### src/fuse_syscall_regs.svh
// constants for the fuse margin read and tool response system calls
// Function
// - opcode 0x2B in bits 31:24 asks for one fuse byte read under a margin.
// - a blown fuse bit reads as one and an unblown bit as zero.
// - margin field 23:20 picks low (0), nominal (1), high (2) or full (other) resistance.
// - the fuse byte address 0 to 511 sits in bits 19:8 and that byte is read.
// - bit 0 set means every argument comes straight from the data word.
// - the status nibble 31:28 is 0xA on success and 0xF on error.
// - a debug-port call gets the fuse byte back in bits 7:0 of the data word, bits 27:8 zero.
// - a processor call gets the return word written over the command word at the address in the data word.
// - opcode 0x32 sets or clears the tool response word, bits 23:16 are zero.
// - the response state is stored in the second word of the public RAM region.
// - bits 15:8 zero clear the response, 1 to 255 set it, bits 7:0 hold 0x01.
// - the response command returns the status nibble with an error code on failure.
`ifndef FUSE_SYSCALL_REGS_SVH
`define FUSE_SYSCALL_REGS_SVH
`define OP_MARGIN_READ 8'h2B
`define OP_TOOL_RESP 8'h32
`define STAT_OK 4'hA
`define STAT_ERR 4'hF
`define FUSE_ADDR_MAX 12'h1FF
`define ERR_BAD_OPCODE 28'h0000001
`define ERR_BAD_ADDR 28'h0000002
`define ERR_BAD_ARGS 28'h0000003
`define ERR_MISALIGNED 28'h0000004
`define PUB_RESP_ADDR 32'h00000004
`define RESP_SET_VALUE 32'h00000001
`define RESP_CLR_VALUE 32'h00000000
`define DATA_WORD_RESET 32'h00000000
`endif

### src/fuse_syscall_pkg.sv
// types for the fuse margin read and tool response system calls
package fuse_syscall_pkg;
	typedef enum logic [1:0] {
		margin_low,
		margin_nominal,
		margin_high,
		margin_full
	} margin_e;
	typedef struct packed {
		logic req;
		logic [8:0] addr;
		margin_e margin;
	} fuse_req_s;
	typedef struct packed {
		logic req;
		logic wr;
		logic [31:0] addr;
		logic [31:0] wdata;
	} mem_req_s;
endpackage

### src/fuse_margin_read_syscall.sv
// system call decoder for margin fuse reads and the tool response word
`timescale 1ns/10ps
`default_nettype none
`include "fuse_syscall_regs.svh"
module fuse_margin_read_syscall (
	input wire logic clk_sys,
	input wire logic reset,
	input wire logic data_wr,
	input wire logic [31:0] data_wdata,
	output logic [31:0] syscall_data_word,
	output logic busy,
	output logic done,
	output fuse_syscall_pkg::fuse_req_s fuse_req,
	input wire logic fuse_ack,
	input wire logic [7:0] fuse_bits,
	output fuse_syscall_pkg::mem_req_s mem_req,
	input wire logic mem_ack,
	input wire logic [31:0] mem_rdata
);
	import fuse_syscall_pkg::*;
	typedef enum logic [2:0] {
		st_idle,
		st_fetch,
		st_exec,
		st_fuse,
		st_resp,
		st_ret
	} state_e;
	state_e state_r, state_nxt;
	logic dbg_r;
	logic [31:0] cmd_r;
	logic [31:0] ptr_r;
	logic [31:0] ret_r;
	wire [7:0] op = cmd_r[31:24];
	wire [3:0] mfield = cmd_r[23:20];
	wire [11:0] faddr = cmd_r[19:8];
	wire margin_e msel = (mfield == 4'h0) ? margin_low :
		(mfield == 4'h1) ? margin_nominal :
		(mfield == 4'h2) ? margin_high : margin_full;
	wire is_read = (op == `OP_MARGIN_READ);
	wire is_resp = (op == `OP_TOOL_RESP);
	wire addr_ok = (faddr <= `FUSE_ADDR_MAX);
	wire resp_args_ok = (cmd_r[23:16] == 8'h00) && (cmd_r[7:0] == 8'h01);
	wire resp_set = (cmd_r[15:8] != 8'h00);
	wire [31:0] err_word = !(is_read || is_resp) ? {`STAT_ERR, `ERR_BAD_OPCODE} :
		(is_read && !addr_ok) ? {`STAT_ERR, `ERR_BAD_ADDR} : {`STAT_ERR, `ERR_BAD_ARGS};
	wire cmd_ok = (is_read && addr_ok) || (is_resp && resp_args_ok);
	always_comb begin
		state_nxt = state_r;
		case (state_r)
			st_idle: if (data_wr) state_nxt = data_wdata[0] ? st_exec : st_fetch;
			st_fetch: if (ptr_r[1:0] != 2'b00) state_nxt = st_idle;
				else if (mem_ack) state_nxt = st_exec;
			st_exec: if (!cmd_ok) state_nxt = dbg_r ? st_idle : st_ret;
				else state_nxt = is_read ? st_fuse : st_resp;
			st_fuse: if (fuse_ack) state_nxt = dbg_r ? st_idle : st_ret;
			st_resp: if (mem_ack) state_nxt = dbg_r ? st_idle : st_ret;
			st_ret: if (mem_ack) state_nxt = st_idle;
			default: state_nxt = st_idle;
		endcase
	end
	always_ff @(posedge clk_sys or posedge reset) begin
		if (reset) begin
			state_r <= st_idle;
			dbg_r <= 1'b0;
			cmd_r <= `DATA_WORD_RESET;
			ptr_r <= `DATA_WORD_RESET;
			ret_r <= `DATA_WORD_RESET;
			syscall_data_word <= `DATA_WORD_RESET;
			busy <= 1'b0;
			done <= 1'b0;
			fuse_req <= '0;
			mem_req <= '0;
		end else begin
			state_r <= state_nxt;
			done <= 1'b0;
			fuse_req <= '0;
			mem_req <= '0;
			case (state_r)
				st_idle: if (data_wr) begin
					busy <= 1'b1;
					dbg_r <= data_wdata[0];
					cmd_r <= data_wdata;
					ptr_r <= data_wdata;
					syscall_data_word <= data_wdata;
				end
				st_fetch: if (ptr_r[1:0] != 2'b00) begin
					syscall_data_word <= {`STAT_ERR, `ERR_MISALIGNED};
					busy <= 1'b0;
					done <= 1'b1;
				end else if (mem_ack) begin
					cmd_r <= mem_rdata;
				end else begin
					mem_req <= '{req: 1'b1, wr: 1'b0, addr: ptr_r, wdata: 32'h00000000};
				end
				st_exec: if (!cmd_ok) begin
					ret_r <= err_word;
					if (dbg_r) begin
						syscall_data_word <= err_word;
						busy <= 1'b0;
						done <= 1'b1;
					end
				end
				st_fuse: if (fuse_ack) begin
					ret_r <= {`STAT_OK, 20'h00000, fuse_bits};
					if (dbg_r) begin
						syscall_data_word <= {`STAT_OK, 20'h00000, fuse_bits};
						busy <= 1'b0;
						done <= 1'b1;
					end
				end else begin
					fuse_req <= '{req: 1'b1, addr: faddr[8:0], margin: msel};
				end
				st_resp: if (mem_ack) begin
					ret_r <= {`STAT_OK, 28'h0000000};
					if (dbg_r) begin
						syscall_data_word <= {`STAT_OK, 28'h0000000};
						busy <= 1'b0;
						done <= 1'b1;
					end
				end else begin
					mem_req <= '{req: 1'b1, wr: 1'b1, addr: `PUB_RESP_ADDR,
						wdata: resp_set ? `RESP_SET_VALUE : `RESP_CLR_VALUE};
				end
				st_ret: if (mem_ack) begin
					busy <= 1'b0;
					done <= 1'b1;
				end else begin
					mem_req <= '{req: 1'b1, wr: 1'b1, addr: ptr_r, wdata: ret_r};
				end
				default: ;
			endcase
		end
	end
	property p_status_nibble;
		@(posedge clk_sys) disable iff (reset)
		done |-> (syscall_data_word[31:28] == `STAT_OK || syscall_data_word[31:28] == `STAT_ERR
			|| !dbg_r);
	endproperty
	a_status_nibble: assert property (p_status_nibble) else $error("bad status nibble");
	property p_fuse_return;
		@(posedge clk_sys) disable iff (reset)
		(state_r == st_fuse && fuse_ack && dbg_r) |=>
			(syscall_data_word == {4'hA, 20'h00000, $past(fuse_bits)}) && done;
	endproperty
	a_fuse_return: assert property (p_fuse_return) else $error("fuse byte not returned");
	property p_bad_op;
		@(posedge clk_sys) disable iff (reset)
		(state_r == st_exec && !is_read && !is_resp) |=> !fuse_req.req && ret_r[31:28] == 4'hF;
	endproperty
	a_bad_op: assert property (p_bad_op) else $error("bad opcode accepted");
	property p_addr_range;
		@(posedge clk_sys) disable iff (reset)
		fuse_req.req |-> $past(is_read) && $past(faddr) <= 12'h1FF;
	endproperty
	a_addr_range: assert property (p_addr_range) else $error("fuse request out of range");
	property p_resp_addr;
		@(posedge clk_sys) disable iff (reset)
		(mem_req.req && state_r == st_resp) |-> mem_req.wr && mem_req.addr == 32'h00000004
			&& mem_req.wdata == {31'h0, $past(cmd_r[15:8]) != 8'h00};
	endproperty
	a_resp_addr: assert property (p_resp_addr) else $error("response word write wrong");
	property p_cpu_return;
		@(posedge clk_sys) disable iff (reset)
		(mem_req.req && state_r == st_ret) |-> mem_req.wr && mem_req.addr == ptr_r;
	endproperty
	a_cpu_return: assert property (p_cpu_return) else $error("return word misplaced");
	property p_dbg_direct;
		@(posedge clk_sys) disable iff (reset)
		(state_r == st_idle && data_wr && data_wdata[0]) |=> state_r == st_exec;
	endproperty
	a_dbg_direct: assert property (p_dbg_direct) else $error("debug call fetched");
	property p_margin;
		@(posedge clk_sys) disable iff (reset)
		(fuse_req.req && $past(mfield) == 4'h1) |-> fuse_req.margin == margin_nominal;
	endproperty
	a_margin: assert property (p_margin) else $error("margin decode wrong");
	property p_margin_low;
		@(posedge clk_sys) disable iff (reset)
		(fuse_req.req && $past(mfield) == 4'h0) |-> fuse_req.margin == margin_low;
	endproperty
	a_margin_low: assert property (p_margin_low) else $error("low margin decode wrong");
	property p_margin_high;
		@(posedge clk_sys) disable iff (reset)
		(fuse_req.req && $past(mfield) == 4'h2) |-> fuse_req.margin == margin_high;
	endproperty
	a_margin_high: assert property (p_margin_high) else $error("high margin decode wrong");
	property p_margin_full;
		@(posedge clk_sys) disable iff (reset)
		(fuse_req.req && $past(mfield) > 4'h2) |-> fuse_req.margin == margin_full;
	endproperty
	a_margin_full: assert property (p_margin_full) else $error("full margin decode wrong");
	property p_fuse_hold;
		@(posedge clk_sys) disable iff (reset)
		(fuse_req.req && !fuse_ack) |=> fuse_req.req && $stable(fuse_req);
	endproperty
	a_fuse_hold: assert property (p_fuse_hold) else $error("fuse request dropped");
	property p_mem_hold;
		@(posedge clk_sys) disable iff (reset)
		(mem_req.req && !mem_ack) |=> mem_req.req && $stable(mem_req);
	endproperty
	a_mem_hold: assert property (p_mem_hold) else $error("memory request dropped");
	property p_done_idle;
		@(posedge clk_sys) disable iff (reset)
		done |-> !busy && state_r == st_idle;
	endproperty
	a_done_idle: assert property (p_done_idle) else $error("done while still busy");
	property p_resp_status;
		@(posedge clk_sys) disable iff (reset)
		(state_r == st_resp && mem_ack && dbg_r) |=>
			syscall_data_word == {`STAT_OK, 28'h0000000} && done;
	endproperty
	a_resp_status: assert property (p_resp_status) else $error("response status missing");
	property p_err_status;
		@(posedge clk_sys) disable iff (reset)
		(state_r == st_exec && !cmd_ok && dbg_r) |=>
			done && syscall_data_word[31:28] == `STAT_ERR;
	endproperty
	a_err_status: assert property (p_err_status) else $error("error status missing");
	property p_misaligned;
		@(posedge clk_sys) disable iff (reset)
		(state_r == st_fetch && ptr_r[1:0] != 2'b00) |=>
			done && !mem_req.req && syscall_data_word[31:28] == `STAT_ERR;
	endproperty
	a_misaligned: assert property (p_misaligned) else $error("misaligned pointer fetched");
	property p_keep_ptr;
		@(posedge clk_sys) disable iff (reset)
		(state_r == st_ret) |-> syscall_data_word == ptr_r;
	endproperty
	a_keep_ptr: assert property (p_keep_ptr) else $error("pointer overwritten");
endmodule
`default_nettype wire

### config.mk
export PLATFORM = sky130hd
export DESIGN_NAME = fuse_margin_read_syscall
export DESIGN_NICKNAME = d
export VERILOG_FILES = /design/src/fuse_syscall_pkg.sv /design/src/fuse_margin_read_syscall.sv
export VERILOG_INCLUDE_DIRS = /design/src /design/src/src
export SDC_FILE = /design/constraint.sdc
export NUM_CORES = 1
export LEC_CHECK = 0
export ABC_CLOCK_PERIOD_IN_PS = 4800
export BUFFER_PORTS_ARGS = -buffer_cell sky130_fd_sc_hd__buf_4
export CAP_MARGIN = 15
export CORE_ASPECT_RATIO = 1.4
export CORE_UTILIZATION = 25
export CTS_CLUSTER_DIAMETER = 60
export DETAILED_ROUTE_END_ITERATION = 8
export PLACE_DENSITY = 0.5
export SETUP_SLACK_MARGIN = 0.1
export SLEW_MARGIN = 20
export SYNTH_ARGS = -nofsm -noshare
export SYNTH_HDL_FRONTEND = slang
export SYNTH_SLANG_ARGS = --single-unit
### constraint.sdc
create_clock -name clk_sys -period 4.8 [get_ports clk_sys]
set_input_delay 0 -clock clk_sys [delete_from_list [all_inputs] [get_ports clk_sys]]
set_output_delay 0 -clock clk_sys [all_outputs]
set_load 0.02 [all_outputs]
==> Word level (Yosys, flattened, before mapping) <==
Cells that the tools add are included.
{ "classes": {"n_reduce_logical": 22, "mux": 55, "order_cmp": 1, "eq_ne": 22} }
{ "ops": {"columns": ["op", "n"], "rows": [
  ["$mux W32", 13],
  ["$mux W66", 4],
  ["$pmux W66 S3", 1],
  ["$pmux W32 S5", 1],
  ["$pmux W32 S3", 1],
  ["$pmux W32 S2", 1],
  ["$mux W3", 9],
  ["$mux W12", 2],
  ["$ne A2 B2 Y1 const B", 11],
  ["$pmux W3 S6", 1],
  ["$eq A8 B6 Y1 const B", 2],
  ["$mux W1", 16],
  ["$le A12 B9 Y1 const B", 1],
  ["$reduce_and A9 Y1", 1],
  ["$eq A8 B1 Y1 const B", 1],
  ["$logic_not A8 Y1", 1],
  ["$mux W2", 4],
  ["$reduce_and A4 Y1", 2],
  ["$reduce_bool A8 Y1", 1],
  ["$reduce_and A7 Y1", 1],
  ["$eq A3 B2 Y1 const B", 2],
  ["$eq A3 B3 Y1 const B", 2],
  ["$pmux W1 S6", 1],
  ["$reduce_bool A6 Y1", 1],
  ["other kinds (15)", 20]
]} }
{ "totals": {"regBits": 212, "input_bits": 77, "wordCells": 115} }

==> Longest topological paths before layout <==
{ "logic_depth": {"ltp_word": 8, "depth_mapped": 10} }

==> Least setup slack after synthesis <==
No wires, ideal clock.
{ "synth_path": {"path_kind": "reg-to-reg", "start": "register cmd_r[26]", "end": "register syscall_data_word[0]", "path_buffers": 2, "period_less_slack_ns": 1.975, "t_arrival_ns": 1.850, "path_stages_with_launch": 9, "required_ns": 4.675, "path_slack_ns": 2.825, "path_cell_list": "dfrtp_1 > nor4b_4 > nand2_2 > nor4_4 > o21ai_1 > nand2b_1 > buf_6 > buf_12 > mux2_4"} }
{ "synth_between": {"elab_chain_len": 7, "word_cells_on_any_way": 14, "cone_classes": "eq/ne: 3; mux: 5; reduce/logical: 6"} }
{ "synth_rtl": {"columns": ["item", "line", "rtl"], "rows": [
  ["start, declared", "fuse_margin_read_syscall.sv:31", "logic [31:0] cmd_r;"],
  ["start signal, assigned", "fuse_margin_read_syscall.sv:66", "cmd_r <= `DATA_WORD_RESET;"],
  ["start signal, assigned", "fuse_margin_read_syscall.sv:83", "cmd_r <= data_wdata;"],
  ["start signal, assigned", "fuse_margin_read_syscall.sv:92", "cmd_r <= mem_rdata;"],
  ["$eq A8 B6 Y1 (no line)", null, null],
  ["$logic_and A1 B1 Y1", "fuse_margin_read_syscall.sv:46", "(is_read && !addr_ok) ? {`STAT_ERR, `ERR_BAD_ADDR} : {`STAT_ERR, `ERR_BAD_ARGS};"],
  ["$mux W1", "fuse_margin_read_syscall.sv:46", null],
  ["$mux W2", "fuse_margin_read_syscall.sv:45", "wire [31:0] err_word = !(is_read || is_resp) ? {`STAT_ERR, `ERR_BAD_OPCODE} :"],
  ["$mux W32", "fuse_margin_read_syscall.sv:98", "if (dbg_r) begin"],
  ["$mux W32", "fuse_margin_read_syscall.sv:96", "st_exec: if (!cmd_ok) begin"],
  ["$pmux W32 S5", "fuse_margin_read_syscall.sv:79", "case (state_r)"],
  ["end signal, assigned", "fuse_margin_read_syscall.sv:85", "syscall_data_word <= data_wdata;"],
  ["end signal, assigned", "fuse_margin_read_syscall.sv:88", "syscall_data_word <= {`STAT_ERR, `ERR_MISALIGNED};"],
  ["end signal, assigned", "fuse_margin_read_syscall.sv:99", "syscall_data_word <= err_word;"],
  ["end, declared", "fuse_margin_read_syscall.sv:10", "output logic [31:0] syscall_data_word,"]
]} }
Parallel ways exist; a longest one is shown, timed or not. The select of a mux whose other input is x is not followed.
A chain may end at the register's enable or synchronous reset.

==> Worst setup path after layout <==
{ "layout_path": {"start": "register state_r[1]", "end": "register cmd_r[0]"} }
{ "layout_between": {"elab_chain_len": 3, "word_cells_on_any_way": 8, "cone_classes": "eq/ne: 4; mux: 1; reduce/logical: 3"} }
{ "layout_rtl": {"columns": ["item", "line", "rtl"], "rows": [
  ["start, declared", "fuse_margin_read_syscall.sv:29", "state_e state_r, state_nxt;"],
  ["start signal, assigned", "fuse_margin_read_syscall.sv:64", "state_r <= st_idle;"],
  ["start signal, assigned", "fuse_margin_read_syscall.sv:75", "state_r <= state_nxt;"],
  ["$eq A3 B1 Y1 / $logic_not A3 Y1 (equally long branches)", "fuse_margin_read_syscall.sv:79", null],
  ["$ne A2 B2 Y1 (no line) / $reduce_bool A2 Y1 (equally long branches)", null, null],
  ["$reduce_and A4 Y1 (no line)", null, null]
]} }
Parallel ways exist; a longest one is shown, timed or not.

==> flow_metrics.env <==
export IMPL_synth_instances=630
export IMPL_clock_tree_htree_level_count=4
export IMPL_die_area_sq_um=29200
export IMPL_timing_final_setup_violations=0
export IMPL_die_height_um=201.8
export IMPL_timing_hold_worst_path_depth=4
export IMPL_peakVddDrop_uv=299.2
export IMPL_first_global_vias=5907
export IMPL_groute_usage_overall_pct=15.53
export IMPL_synth_most_common_cell="sky130_fd_sc_hd__dfrtp_1"
export IMPL_area_share_of_and_or_nand_nor_cells_after_synthesis_pct=16.06
export IMPL_crit_required_ns=5.18
export IMPL_timing_final_max_slew_violations=0
export IMPL_synth_sequential_area_ratio_pct=58.64
export IMPL_worst_hold_startpoint="fuse_bits[0]"
export IMPL_fin_nets=956
export IMPL_first_pass_iters=4
export IMPL_postCtsHoldBufs=100
export IMPL_clock_sink_count=167
export IMPL_grt_max_degree=75
export IMPL_share_of_the_clock_period_used_by_the_worst_path_pct=77.90
export IMPL_worst_r2r_endpoint="cmd_r[0]"
export IMPL_layout_cell_area_non_filler_sq_um=10210
export IMPL_synth_flop_cell="sky130_fd_sc_hd__dfrtp_1"
export IMPL_num_io_pins=189
export IMPL_distinct_cell_type_count_after_synthesis=52
export IMPL_status="finished clean"
export IMPL_floorplan_core_area_sq_um=27840
export IMPL_netlist_top_cells_count="sky130_fd_sc_hd__dfrtp_1 (167), sky130_fd_sc_hd__nand2_1 (81), sky130_fd_sc_hd__and2_1 (48), sky130_fd_sc_hd__nor2_1 (47), sky130_fd_sc_hd__a32o_1 (40)"
export IMPL_initialDrtViolationCount=310
export IMPL_area_growth_syn_to_layout_pct=43.33
export IMPL_fin_cells=1263
export IMPL_worstSetupStartpoint="state_r[1]"
export IMPL_slew_headroom_pct=29.38
export IMPL_ant_nets=0
export IMPL_power_report_internal_total_uw=3989
export IMPL_die_width_um=144.7
export IMPL_placedInstanceArea_sq_um=8603
export IMPL_synth_compound_area_share_pct=13.66
export IMPL_clk_insertion_delay_late_ns=0.44
export IMPL_yosys_area_top_type="sky130_fd_sc_hd__dfrtp_1"
export IMPL_cts_clk_slew_worst_paths_ns=0.07
export IMPL_criticalPathCategory="flop to flop"
export IMPL_switching_power_uw=2353
export IMPL_finalWirelength_um=21620
export IMPL_final_setup_skew_ns=0.009861
export IMPL_detailroute_via_count=5683
export IMPL_kind_of_end_point_of_the_critical_path="flop"
export IMPL_synth_xor_area_share_pct=0
export IMPL_postCtsSetupBuffers=0
export IMPL_detail_route_wl_per_cell_um=17.11
export IMPL_syn_mean_instance_area_sq_um=11.31
export IMPL_cts_inserted_buffers=17
export IMPL_placement_rows=72
export IMPL_layout_drive_gt1_share_pct=28.25
export IMPL_clock_power_share_pct=22.6
export IMPL_type_of_the_worst_min_delay_path="primary input to flop"
export IMPL_cts_tree="done"
export IMPL_cts_root_buf="sky130_fd_sc_hd__clkbuf_16"
export IMPL_synth_top_family_by_area="simple AND/OR/NAND/NOR gates"
export IMPL_min_delay_worst_endpoint="ret_r[0]"
export IMPL_initial_utilization_pct=25.60
export IMPL_grt_remaining_overflow=0
export IMPL_worstRegToRegCells=9
export IMPL_min_period_ns=3.739
export IMPL_dp_hpwl_um=14280
export IMPL_cts_repair_resize_count=0
export IMPL_yosysWarningCount=0
export IMPL_synthAdderAreaFrac_pct=0
export IMPL_sequentialPowerShare_pct=35.3
export IMPL_pwr_density_cell_nw_per_um2=620.8
export IMPL_regToRegStartpoint="state_r[1]"
export IMPL_p_leak_uw=0.004768
export IMPL_grt_first_pass_wirelength_um=33550
export IMPL_gp_congestion=0.8146
export IMPL_synth_seq_cells=167
export IMPL_worst_pin_slew_ns=1.055
export IMPL_fill_cells=2766
export IMPL_power_switching_fraction_pct=37.10
export IMPL_final_hold_violation_count=0
export IMPL_avgViaCountPerCell=4.500
export IMPL_comb_power_share_pct=42.1
export IMPL_finalPower_uw=6342
export IMPL_port_buffers=168
export IMPL_clock_tree_buffer_depth=2
export IMPL_detail_route_drc_violations=0
export IMPL_cp_max_fo=40
export IMPL_fin_tns_setup_ns=0
export IMPL_reg2reg_slack_ns=1.06
export IMPL_grt_setup_unrepaired="no"
export IMPL_worst_ep_arrival_time_ns=4.12
export IMPL_synth_enable_flop_cells=0
export IMPL_crit_path_start_kind="flop"
export IMPL_netlist_area_leader_share_pct=58.64
export IMPL_post_synth_instance_area_sq_um=7127
export IMPL_ys_top_cells_by_area="sky130_fd_sc_hd__dfrtp_1 (59%), sky130_fd_sc_hd__a32o_1 (5.6%), sky130_fd_sc_hd__nand2_1 (4.3%)"
export IMPL_max_cap_violations=0
export IMPL_antenna_violations_before_repair=1
export IMPL_max_fclk_ghz=0.2675
export IMPL_ys_async_sr_fraction_pct=100.0
export IMPL_share_of_synthesized_area_spent_on_multiplexers_pct=5.197
export IMPL_post_place_cells=1130
-- state kept, by name, summed over array words and instances (netlist names) --
name               flops
busy                   1
cmd_r                 32
done                   1
fuse_req              12
mem_req               44
ptr_r                 32
ret_r                 10
state_r                3
syscall_data_word     32
-- cell usage in the layout (no fill, tap or decap), drive strengths merged, types with 2 or more instances in the layout --
master,netlist,routed
o21ai,14,14
nor2,50,50
nand3b,3,3
nand2,82,82
nand3,5,5
or2,2,2
and2,48,48
o22ai,2,2
a32o,40,40
inv,14,14
clkbuf,21,20
a2111oi,2,2
a22o,11,11
a21o,2,2
nor4,5,5
clkinvlp,0,2
nor4b,2,2
clkinv,0,7
mux2,28,28
conb,1,20
nor3,13,13
a21oi,11,11
a22oi,2,2
a211oi,2,2
dlygate4sd3,0,100
a31oi,34,34
dfrtp,167,167
nand2b,4,4
and3,6,6
o21a,2,2
nor3b,2,2
bufinv,0,3
nor2b,3,3
buf,44,176
-- power groups by stage --
stage,Sequential [uW],Clock (uW),Combinational [uW]
after floorplan,2310,0,1660
after global placement,2250,0,2380
after detailed placement,2260,0,2400
after CTS,2240,1480,2690
after global routing,2300,1530,2920
final,2240,1430,2670
-- kinds of logic after synthesis --
family	count (synthesis)
compound gates	126
buf+inv	79
flops	167
mux	29
other cells	1
simple gates	228
-- worst max path at each step --
stage	end	slack, ns	cells after the start
global placement	syscall_data_word[7]	1.49	5
global route	cmd_r[21]	0.74	9
finish	cmd_r[0]	1.06	9
CTS	cmd_r[2]	1.10	9
detailed placement	syscall_data_word[7]	1.37	5
floorplan	busy	0.28	1
-- per-stage QoR --
stage	worst slack, ns	utilization, %	hold slack, ns
finish	1.061	36.70	0.04425
global route	0.7425	36.70	0.07441
floorplan	0.2816	-	0.09759
global placement	1.494	30.91	0.1808
CTS	1.097	36.69	0.01100
detailed placement	1.374	30.91	0.1870
-- per-layer routing --
metal | GRT usage, % | up-vias | wire length [um]
li1 | - | 2668 | -
met1 | 18.20 | 2784 | 8826
met3 | 3.293 | 52 | 915
met5 | 0 | - | 0
met2 | 26.03 | 179 | 11000
met4 | 8.684 | 0 | 873
-- critical path, cell delays in order, from the launching register on --
cell and delay, ns:
sky130_fd_sc_hd__dfrtp_1 0.68, sky130_fd_sc_hd__nand2b_1 0.47, sky130_fd_sc_hd__nor2_4 0.15, sky130_fd_sc_hd__buf_4 0.37, sky130_fd_sc_hd__nand2_1 0.16, sky130_fd_sc_hd__a21oi_4 0.54
sky130_fd_sc_hd__buf_4 0.48, sky130_fd_sc_hd__nor2_1 0.08, sky130_fd_sc_hd__a31oi_1 0.14, sky130_fd_sc_hd__dlygate4sd3_1 0.57
-- layout make-up --
type | instances | area (sq um) | area share (%)
Tap cell | 370 | 462.9 | 4.532
Multi-Input combinational cell | 403 | 2582 | 25.28
Inverter | 14 | 57.56 | 0.5634
Clock inverter | 12 | 151.4 | 1.482
Antenna cell | 1 | 2.502 | 0.02450
Timing Repair Buffer | 276 | 2322 | 22.73
Clock buffer | 20 | 456.7 | 4.471
Sequential cell | 167 | 4179 | 40.91
Power figures use the tool's default switching activity.
